--- src/design/sleep_ctrl_regs.vh ---
`ifndef SLEEP_CTRL_REGS_VH
`define SLEEP_CTRL_REGS_VH
// Sleep kind codes
`define SLEEP_KIND_IDLE 2'h0
`define SLEEP_KIND_NOISE 2'h1
`define SLEEP_KIND_PDOWN 2'h2
`define SLEEP_KIND_RSVD 2'h3
// Core control register fields
`define CORE_CTRL_BOD_OFF_POS 6
`define CORE_CTRL_BOD_UNLOCK_POS 5
`define CORE_CTRL_RESET 8'h00
// Timing counts in system clock cycles
`define WAKE_HALT_CYCLES 4'h4
`define BOD_UNLOCK_WINDOW 3'h4
`define BOD_ACTIVE_DELAY 3'h3
`define BOD_ACTIVE_HOLD 3'h3
// Clock source start-up counts (wake delay), in cycles
`define STARTUP_SEL0_CYCLES 16'h0000
`define STARTUP_SEL1_CYCLES 16'h1000
`define STARTUP_SEL2_CYCLES 16'h2000
`define STARTUP_SEL3_CYCLES 16'h0000
`endif

--- src/design/wake_delay_counter.v ---
`include "sleep_ctrl_regs.vh"
module wake_delay_counter #(
    parameter CW = 20
) (
    input wire clk_i,
    input wire rst_n_i,
    input wire ce_i,
    input wire start_i,
    input wire [CW-1:0] load_i,
    output wire busy_o,
    output reg done_o
);
    reg [CW-1:0] cnt_r;
    reg busy_r;
    assign busy_o = busy_r;
    always @(posedge clk_i or negedge rst_n_i) begin
        if (!rst_n_i) begin
            cnt_r <= {CW{1'b0}};
            busy_r <= 1'b0;
            done_o <= 1'b0;
        end else if (ce_i) begin
            done_o <= 1'b0;
            if (start_i) begin
                cnt_r <= load_i;
                busy_r <= 1'b1;
            end else if (busy_r) begin
                if (cnt_r == {CW{1'b0}}) begin
                    busy_r <= 1'b0;
                    done_o <= 1'b1;
                end else begin
                    cnt_r <= cnt_r - 1'b1;
                end
            end
        end
    end
endmodule

--- src/design/sleep_mode_power_control.v ---
// Function
// - Sleep entered only when arm bit set and sleep instruction executes.
// - Kind 00 Idle: core and program clocks stop, others run.
// - Kind 01 noise reduction: peripheral, core, program clocks stop.
// - Kind 10 power-down: oscillator and all generated clocks stop.
// - Interrupt wake halts core five cycles beyond start-up, then handler runs.
// - Wake leaves working registers and static memory untouched.
// - Reset while asleep wakes device and restarts at reset vector.
// - In Idle any enabled interrupt wakes the core.
// - Noise reduction woken only by converter, watchdog, match, memory-ready, pin-change, level events or reset.
// - Power-down woken only by resets, watchdog, match, level, pin change.
// - External pins wake deep modes only when level-sensitive.
// - Enabled converter starts a conversion on entering Idle or noise reduction.
// - First conversion after converter off-on is extended.
// - Power-down wake waits start-up delay chosen by clock source fuses.
// - Armed brown-out disable switches detector off in power-down, on at wake.
// - Detector disabled in sleep makes wake time equal reset wake time.
// - Brown-out sleep bit is bit 6 of core control, reset zero.
// - Comparator disabled automatically in power-down.
// - Set sleep bit by unlock write then bit write within four cycles.
// - Sleep bit active three cycles after set, clears three cycles later.
`include "sleep_ctrl_regs.vh"
module sleep_mode_power_control #(
    parameter CW = 20,
    parameter [CW-1:0] RESET_TIMEOUT_CYCLES = 20'h0_2000
) (
    input wire clk_i,
    input wire resetn_i,
    input wire ce_i,
    input wire sleep_arm_bit_i,
    input wire [1:0] sleep_kind_select_i,
    input wire sleep_exec_i,
    input wire core_ctrl_wr_i,
    input wire [7:0] core_ctrl_wdata_i,
    input wire [1:0] clock_source_fuses_i,
    input wire bod_fuse_enable_i,
    input wire ext_irq_zero_i,
    input wire ext_irq_one_i,
    input wire ext_irq_zero_level_i,
    input wire ext_irq_one_level_i,
    input wire pin_change_irq_i,
    input wire twi_match_irq_i,
    input wire mem_ready_irq_i,
    input wire conv_done_irq_i,
    input wire watchdog_irq_i,
    input wire other_irq_i,
    input wire ext_reset_i,
    input wire watchdog_reset_i,
    input wire brownout_reset_i,
    input wire conv_enable_i,
    output reg clk_cpu_en_o,
    output reg clk_flash_en_o,
    output reg clk_io_en_o,
    output reg clk_conv_en_o,
    output reg osc_en_o,
    output reg brownout_detector_en_o,
    output reg comparator_power_off_o,
    output reg conv_start_o,
    output reg conv_extended_o,
    output reg core_halt_o,
    output reg wake_irq_o,
    output reg wake_reset_o,
    output wire [7:0] core_ctrl_rdata_o,
    output reg [1:0] sleep_state_o
);
    localparam [2:0] ST_RUN = 3'h0;
    localparam [2:0] ST_IDLE = 3'h1;
    localparam [2:0] ST_NOISE = 3'h2;
    localparam [2:0] ST_PDOWN = 3'h3;
    localparam [2:0] ST_WAKE = 3'h4;
    localparam [2:0] ST_HALT = 3'h5;
    reg rst_s1_r, rst_s2_r;
    wire rst_n;
    reg [16:0] meta_r, sync_r;
    reg [2:0] state_r, state_nxt;
    reg [3:0] halt_cnt_r;
    reg wake_by_reset_r, bod_off_sleep_r, bod_unlock_r, bod_off_r, bod_off_active_r;
    reg [2:0] unlock_cnt_r, bod_cnt_r;
    reg conv_en_d_r, conv_ext_pend_r;
    reg [CW-1:0] startup_load;
    wire dly_done;
    reg dly_start;
    // Reset release through two flip-flops
    always @(posedge clk_i or negedge resetn_i) begin
        if (!resetn_i) begin
            rst_s1_r <= 1'b0;
            rst_s2_r <= 1'b0;
        end else begin
            rst_s1_r <= 1'b1;
            rst_s2_r <= rst_s1_r;
        end
    end
    assign rst_n = rst_s2_r;
    // Two-stage synchronisers for wake sources, fuses and converter enable
    wire [16:0] raw_in = {ext_irq_zero_i, ext_irq_one_i, ext_irq_zero_level_i, ext_irq_one_level_i,
        pin_change_irq_i, twi_match_irq_i, mem_ready_irq_i, conv_done_irq_i, watchdog_irq_i,
        other_irq_i, ext_reset_i, watchdog_reset_i, brownout_reset_i, conv_enable_i,
        bod_fuse_enable_i, clock_source_fuses_i};
    genvar gi;
    generate
        for (gi = 0; gi < 17; gi = gi + 1) begin : g_sync
            always @(posedge clk_i or negedge rst_n) begin
                if (!rst_n) begin
                    meta_r[gi] <= 1'b0;
                    sync_r[gi] <= 1'b0;
                end else if (ce_i) begin
                    meta_r[gi] <= raw_in[gi];
                    sync_r[gi] <= meta_r[gi];
                end
            end
        end
    endgenerate
    wire s_ext_irq_zero = sync_r[16];
    wire s_ext_irq_one = sync_r[15];
    wire s_lvl0 = sync_r[14];
    wire s_lvl1 = sync_r[13];
    wire s_pcint = sync_r[12];
    wire s_twi = sync_r[11];
    wire s_mem = sync_r[10];
    wire s_conv = sync_r[9];
    wire s_wdi = sync_r[8];
    wire s_other = sync_r[7];
    wire s_xrst = sync_r[6];
    wire s_wdr = sync_r[5];
    wire s_bor = sync_r[4];
    wire s_conv_en = sync_r[3];
    wire s_bod_fuse = sync_r[2];
    wire [1:0] s_clock_source_fuses = sync_r[1:0];
    wire any_reset = s_xrst | s_wdr | s_bor;
    // Pins wake deep modes only when level-sensitive
    wire lvl_wake = (s_ext_irq_zero & s_lvl0) | (s_ext_irq_one & s_lvl1);
    // Idle wake on any enabled interrupt
    wire idle_wake = s_ext_irq_zero | s_ext_irq_one | s_pcint | s_twi | s_mem | s_conv | s_wdi | s_other;
    wire noise_wake = s_conv | s_wdi | s_twi | s_mem | lvl_wake | s_pcint;
    wire pdown_wake = s_wdi | s_twi | lvl_wake | s_pcint;
    // Arm bit low or reserved kind is a no-operation
    wire sleep_go = sleep_exec_i & sleep_arm_bit_i & (sleep_kind_select_i != `SLEEP_KIND_RSVD);
    // Start-up delay from clock source fuses
    // Detector off during sleep uses the reset wake time
    always @* begin
        case (s_clock_source_fuses)
            2'h0: startup_load = {{(CW-16){1'b0}}, `STARTUP_SEL0_CYCLES};
            2'h1: startup_load = {{(CW-16){1'b0}}, `STARTUP_SEL1_CYCLES};
            2'h2: startup_load = {{(CW-16){1'b0}}, `STARTUP_SEL2_CYCLES};
            default: startup_load = {{(CW-16){1'b0}}, `STARTUP_SEL3_CYCLES};
        endcase
        if (bod_off_sleep_r) begin
            startup_load = RESET_TIMEOUT_CYCLES;
        end
    end
    wake_delay_counter #(
        .CW(CW)
    ) u_wake_dly (
        .clk_i(clk_i),
        .rst_n_i(rst_n),
        .ce_i(ce_i),
        .start_i(dly_start),
        .load_i(startup_load),
        .busy_o(),
        .done_o(dly_done)
    );
    // Sleep state machine
    always @* begin
        state_nxt = state_r;
        dly_start = 1'b0;
        case (state_r)
            ST_RUN: begin
                if (sleep_go) begin
                    case (sleep_kind_select_i)
                        `SLEEP_KIND_IDLE: state_nxt = ST_IDLE;
                        `SLEEP_KIND_NOISE: state_nxt = ST_NOISE;
                        default: state_nxt = ST_PDOWN;
                    endcase
                end
            end
            ST_IDLE: if (any_reset | idle_wake) state_nxt = ST_HALT;
            ST_NOISE: if (any_reset | noise_wake) state_nxt = ST_HALT;
            ST_PDOWN: begin
                if (any_reset | pdown_wake) begin
                    state_nxt = ST_WAKE;
                    dly_start = 1'b1;
                end
            end
            ST_WAKE: if (dly_done) state_nxt = ST_HALT;
            ST_HALT: if (halt_cnt_r == `WAKE_HALT_CYCLES) state_nxt = ST_RUN;
            default: state_nxt = ST_RUN;
        endcase
    end
    always @(posedge clk_i or negedge rst_n) begin
        if (!rst_n) begin
            state_r <= ST_RUN;
            halt_cnt_r <= 4'h0;
            wake_by_reset_r <= 1'b0;
            bod_off_sleep_r <= 1'b0;
            wake_irq_o <= 1'b0;
            wake_reset_o <= 1'b0;
            conv_start_o <= 1'b0;
        end else if (ce_i) begin
            state_r <= state_nxt;
            wake_irq_o <= 1'b0;
            wake_reset_o <= 1'b0;
            conv_start_o <= 1'b0;
            // Entering Idle or noise starts a conversion
            if (state_r == ST_RUN && (state_nxt == ST_IDLE || state_nxt == ST_NOISE)) begin
                conv_start_o <= s_conv_en;
            end
            if (state_r == ST_RUN && state_nxt == ST_PDOWN) begin
                bod_off_sleep_r <= bod_off_active_r & s_bod_fuse;
            end
            if ((state_r == ST_IDLE || state_r == ST_NOISE || state_r == ST_PDOWN) && state_nxt != state_r) begin
                wake_by_reset_r <= any_reset;
            end
            if (state_r == ST_HALT) begin
                halt_cnt_r <= halt_cnt_r + 4'h1;
                if (state_nxt == ST_RUN) begin
                    halt_cnt_r <= 4'h0;
                    bod_off_sleep_r <= 1'b0;
                    // Reset wake restarts at vector, else handler runs
                    wake_reset_o <= wake_by_reset_r;
                    wake_irq_o <= ~wake_by_reset_r;
                end
            end
        end
    end
    // Clock domain gating
    always @(posedge clk_i or negedge rst_n) begin
        if (!rst_n) begin
            clk_cpu_en_o <= 1'b1;
            clk_flash_en_o <= 1'b1;
            clk_io_en_o <= 1'b1;
            clk_conv_en_o <= 1'b1;
            osc_en_o <= 1'b1;
            comparator_power_off_o <= 1'b0;
            core_halt_o <= 1'b0;
            sleep_state_o <= 2'h0;
        end else if (ce_i) begin
            // Only gating here, core storage is never touched
            clk_cpu_en_o <= (state_nxt == ST_RUN);
            clk_flash_en_o <= (state_nxt == ST_RUN);
            core_halt_o <= (state_nxt != ST_RUN);
            // Idle keeps peripheral and converter clocks
            clk_io_en_o <= (state_nxt == ST_RUN) || (state_nxt == ST_IDLE) || (state_nxt == ST_HALT);
            // Power-down stops oscillator and all clocks
            clk_conv_en_o <= (state_nxt != ST_PDOWN) && (state_nxt != ST_WAKE);
            osc_en_o <= (state_nxt != ST_PDOWN);
            comparator_power_off_o <= (state_nxt == ST_PDOWN) || (state_nxt == ST_WAKE);
            sleep_state_o <= (state_nxt == ST_IDLE) ? 2'h1 : (state_nxt == ST_NOISE) ? 2'h2 :
                ((state_nxt == ST_PDOWN) || (state_nxt == ST_WAKE)) ? 2'h3 : 2'h0;
        end
    end
    // Detector off in power-down, back on at wake
    always @(posedge clk_i or negedge rst_n) begin
        if (!rst_n) begin
            brownout_detector_en_o <= 1'b0;
        end else if (ce_i) begin
            brownout_detector_en_o <= s_bod_fuse & ~(bod_off_sleep_r && state_r == ST_PDOWN) &
                ~(state_r == ST_RUN && state_nxt == ST_PDOWN && bod_off_active_r);
        end
    end
    // Timed unlock sequence for the brown-out sleep bit
    // Active three cycles after set, cleared three later
    wire wr_unlock = core_ctrl_wr_i & core_ctrl_wdata_i[`CORE_CTRL_BOD_OFF_POS] &
        core_ctrl_wdata_i[`CORE_CTRL_BOD_UNLOCK_POS];
    wire wr_set = core_ctrl_wr_i & bod_unlock_r & core_ctrl_wdata_i[`CORE_CTRL_BOD_OFF_POS] &
        ~core_ctrl_wdata_i[`CORE_CTRL_BOD_UNLOCK_POS];
    always @(posedge clk_i or negedge rst_n) begin
        if (!rst_n) begin
            bod_unlock_r <= 1'b0;
            unlock_cnt_r <= 3'h0;
            bod_off_r <= 1'b0;
            bod_cnt_r <= 3'h0;
            bod_off_active_r <= 1'b0;
        end else if (ce_i) begin
            if (wr_set) begin
                bod_unlock_r <= 1'b0;
            end else if (wr_unlock && !bod_unlock_r) begin
                bod_unlock_r <= 1'b1;
                unlock_cnt_r <= `BOD_UNLOCK_WINDOW;
            end else if (bod_unlock_r) begin
                unlock_cnt_r <= unlock_cnt_r - 3'h1;
                if (unlock_cnt_r == 3'h1) begin
                    bod_unlock_r <= 1'b0;
                end
            end
            if (wr_set && !bod_off_r) begin
                bod_off_r <= 1'b1;
                bod_cnt_r <= 3'h0;
            end else if (bod_off_r) begin
                bod_cnt_r <= bod_cnt_r + 3'h1;
                if (bod_cnt_r == `BOD_ACTIVE_DELAY - 3'h1) begin
                    bod_off_active_r <= 1'b1;
                end
                if (bod_cnt_r == `BOD_ACTIVE_DELAY + `BOD_ACTIVE_HOLD - 3'h1) begin
                    bod_off_r <= 1'b0;
                    bod_off_active_r <= 1'b0;
                end
            end
        end
    end
    // Bit 6 of core control, reset zero
    assign core_ctrl_rdata_o = `CORE_CTRL_RESET | ({7'h00, bod_off_r} << `CORE_CTRL_BOD_OFF_POS) |
        ({7'h00, bod_unlock_r} << `CORE_CTRL_BOD_UNLOCK_POS);
    always @(posedge clk_i or negedge rst_n) begin
        if (!rst_n) begin
            conv_en_d_r <= 1'b0;
            conv_ext_pend_r <= 1'b1;
            conv_extended_o <= 1'b1;
        end else if (ce_i) begin
            conv_en_d_r <= s_conv_en;
            if (!s_conv_en) begin
                conv_ext_pend_r <= 1'b1;
            end else if (conv_start_o) begin
                conv_ext_pend_r <= 1'b0;
            end
            conv_extended_o <= conv_ext_pend_r | (s_conv_en & ~conv_en_d_r);
        end
    end
endmodule

--- config.mk ---
export PLATFORM = sky130hd
export DESIGN_NAME = sleep_mode_power_control
export DESIGN_NICKNAME = d
export VERILOG_FILES = /design/src/design/wake_delay_counter.v /design/src/design/sleep_mode_power_control.v
export VERILOG_INCLUDE_DIRS = /design/src /design/src/design
export SDC_FILE = /design/constraint.sdc
export NUM_CORES = 1
export LEC_CHECK = 0
export ABC_CLOCK_PERIOD_IN_PS = 3650
export BUFFER_PORTS_ARGS = -buffer_cell sky130_fd_sc_hd__buf_2
export CAP_MARGIN = 20
export CORE_MARGIN = 2
export CORE_UTILIZATION = 30
export CTS_BUF_LIST = sky130_fd_sc_hd__clkbuf_16
export DETAILED_ROUTE_END_ITERATION = 16
export GPL_TIMING_DRIVEN = 0
export MAX_ROUTING_LAYER = met4
export PLACE_DENSITY = 0.5
export SYNTH_ARGS = -nofsm -noshare
export SYNTH_HDL_FRONTEND = slang
export SYNTH_HIERARCHICAL = 1
export SYNTH_SLANG_ARGS = --single-unit
--- constraint.sdc ---
create_clock -name clk_i -period 3.65 [get_ports clk_i]
set_input_delay 1.095 -clock clk_i [delete_from_list [all_inputs] [get_ports clk_i]]
set_output_delay 1.095 -clock clk_i [all_outputs]
set_load 0.05 [all_outputs]
==> flow_metrics.py <==
metrics = {
    "global_routing": {
        "grt.overflow.total": 0,
        "use_met1_pct": 17.6,
        "grt_use_total_pct": 14.2,
        "grt_pass1_wl_um": 18300,
        "grt_max_degree": 63,
        "use_met3_pct": 4.46,
        "grt_antenna_before_repair": 0,
        "grt_pass1_vias": 3721,
        "grt.busiest_layer": "met2",
        "grt.met2_usage_pct": 22.5,
    },
    "layout": {
        "layout-drive-gt1-share_pct": 25.5,
        "fin_nets": 582,
        "utilization_pct": 36.7,
        "final_cells": 756,
        "area_delta_synth_final_pct": 19.0,
        "diodes": 0,
    },
    "status": {
        "outcome": "completed",
    },
    "sta": {
        "finalCritPeriodShare_pct": 73.8,
        "report.final.slew_viol_count": 0,
        "finalSetupViolCount": 0,
        "fin_ws_ns": 0.957,
        "hold_viol_final": 0,
        "worst_pin_slew_ns": 0.684,
        "max_freq_ghz": 0.371,
        "tns_ns": 0,
        "rsz0062_at_grt": "no",
        "maxSlewHeadroom_pct": 54.1,
        "whs_ns": 0.264,
        "finalClockSkew_ns": 0.00744,
        "period_needed_ns": 2.69,
    },
    "detailed_routing": {
        "wl_per_cell_um": 14.3,
        "drt-initial-drc-count": 271,
        "vias_per_cell": 4.88,
        "antenna_left": 0,
        "drt-pass1-iter-count": 5,
        "finalWirelength_um": 10800,
        "vias": 3691,
        "drc": 0,
    },
    "synthesis": {
        "synthTopCellsByArea": "dfrtp_1 45%, mux2_2 8.1%, o21ai_0 3.4%",
        "ys_seq_area_share_pct": 48.3,
        "ys_ff_latch": 91,
        "synth.distinct_cells": 69,
        "syn_area_per_cell_um2": 10.3,
        "async_reset_ff_share_pct": 100,
        "netlist_area_um2": 4730,
        "synth_top_area_share_pct": 45.0,
        "synth_most_common_cell": "dfrtp_1",
        "yosys.area.top_type": "dfrtp_1",
        "synth_ff_type": "dfrtp_1",
        "yosysWarnings": 6,
        "synthTopCellsByCount": "85 x dfrtp_1, 34 x mux2_2, 33 x nor2_1",
        "synth-edff-count": 0,
        "syn_inst": 461,
    },
    "worst_setup_path": {
        "r2r_end": "u_wake_dly/cnt_r[13]$_DFFE_PN0P_",
        "cp-start-kind": "flop",
        "crit_required_ns": 3.87,
        "critPathCaptureType": "flop",
        "regToRegSetupSlack_ns": 0.96,
        "worstPathArrival_ns": 2.91,
        "crit_type": "reg -> reg",
        "critPathMaxFanout": 10,
        "r2r_cells": 8,
        "reg2reg_from": "s_twi$_DFFE_PN0P_",
    },
    "pwr": {
        "p_leak_uw": 0.00238,
        "ir_drop_v": 0.000314,
        "pwr_density_cell_nw_per_um2": 703,
    },
    "floorplanning": {
        "design.core.area_um2": 15300,
        "io_pins": 55,
        "die-height_um": 130,
        "dieArea_um2": 16800,
        "die_w_um": 130,
        "initial_core_util_pct": 30.9,
        "num_rows": 45,
    },
    "clocking": {
        "clk_pin_slew_ns": 0.07,
        "cts_setup_buffers": 0,
        "clock-root-buffer": "clkbuf_16",
        "cts_tree": "done",
        "insertion_delay_ns": 0.35,
        "cts_resized": 0,
        "clock_path_buffers": 2,
        "postCtsHoldBufs": 0,
        "cts_sinks": 91,
        "cts_max_level": 3,
        "cts_buffers": 9,
    },
    "placement": {
        "place_hpwl_um": 7600,
        "dp.cells": 739,
        "post-place-ws_ns": 0.588,
        "globalplace.congestion": 0.837,
        "io_buffers": 42,
    },
    "worst_hold_path": {
        "hp-class": "reg -> async",
    },
    "flow_run": {
        "drv_cap": 0,
    },
}
## registers in the layout, summed over array words and instances, names as in the netlist, 2 cells and up
signal                flops
unlock_cnt_r              3
meta_r                   17
halt_cnt_r                4
state_r                   3
s_clock_source_fuses      2
sleep_state_o             2
u_wake_dly/cnt_r         20
bod_cnt_r                 3
## placed cells by master (no fill, tap or decap), types with 4 or more instances in the layout
cell type,synthesis,routed
a21o_1,4,4
a21oi_1,23,23
a22o_1,4,4
a31oi_1,8,8
a32oi_1,6,6
and3_1,4,4
buf_1,5,5
buf_2,2,45
buf_4,11,11
buf_6,4,4
clkbuf_1,12,12
clkbuf_16,0,9
conb_1,2,26
dfrtp_1,85,84
dfstp_2,6,6
ha_1,9,9
inv_1,18,18
mux2_2,34,34
nand2_1,29,29
nand3_1,13,13
nor2_1,33,33
nor3_1,12,12
nor4_1,9,9
o21a_1,4,4
o21ai_0,32,32
o21ai_1,17,17
xnor2_1,4,4
## report_power, final
group | total (uW) | switching, uW | leakage, uW | internal [uW]
clock network | 952 | 416 | 0.000147 | 536
registers | 1540 | 251 | 0.00106 | 1290
logic | 1460 | 926 | 0.00117 | 536
total | 3960 | 1590 | 0.00238 | 2360
## how the worst max path moves through the flow
stage                            startpoint                               end  slack [ns]
after floorplan             rst_n$_DFF_PN0_          bod_cnt_r[0]$_DFFE_PN0P_        0.94
after global placement      rst_n$_DFF_PN0_          bod_unlock_r$_DFFE_PN0P_       -0.27
after detailed placement  s_twi$_DFFE_PN0P_  u_wake_dly/cnt_r[13]$_DFFE_PN0P_        0.59
after CTS                 s_twi$_DFFE_PN0P_  u_wake_dly/cnt_r[13]$_DFFE_PN0P_        0.58
after global routing      s_twi$_DFFE_PN0P_  u_wake_dly/cnt_r[13]$_DFFE_PN0P_        0.67
final                     s_twi$_DFFE_PN0P_  u_wake_dly/cnt_r[13]$_DFFE_PN0P_        0.96
## layout make-up
cell class | count | area, um2
Fill cell | 1576 | 9690
Sequential cell | 91 | 2290
Multi-Input combinational cell | 341 | 2260
Tap cell | 211 | 264
Timing Repair Buffer | 44 | 243
Clock buffer | 9 | 225
Buffer | 34 | 201
Clock inverter | 7 | 73.8
Inverter | 19 | 71.3
## critical path: stages (launching register included)
cell      delay [ns]
dfrtp_1         0.39
nor3_2          0.30
nand3_1         0.23
nor2b_1         0.19
clkbuf_1        0.22
o21ai_1         0.62
a31oi_1         0.29
a31oi_1         0.25
o21ai_1         0.07
## stage by stage
stage / cell area, um2 / total power (uW)
6_report: 5630 / 3960
2_1_floorplan: 4820 / 2660
3_3_place_gp: 5290 / 2990
4_1_cts: 5620 / 4000
5_1_grt: 5630 / 4250
3_5_place_dp: 5320 / 3020
## kinds of logic (layout without fill, tap and decap cells)
group	Yosys count	after routing	synth area share, %
xor gates and xnor gates	4	4	0.741
DFF	91	91	48.3
buffers and inverters	53	113	5.77
other	2	26	0.159
AOI/OAI and AO/OA	132	132	18.7
adders and majority gates	9	9	2.38
and+or+nand+nor	134	134	15.4
muxes	36	36	8.52
## per-layer routing
layer | part of all wire [%] | vias up
met4 | 0.95 | 0
met2 | 47 | 68
met3 | 4.2 | 7
li1 | - | 1811
met1 | 47 | 1805
met5 | 0 | -
Power figures use the tool's default switching activity.
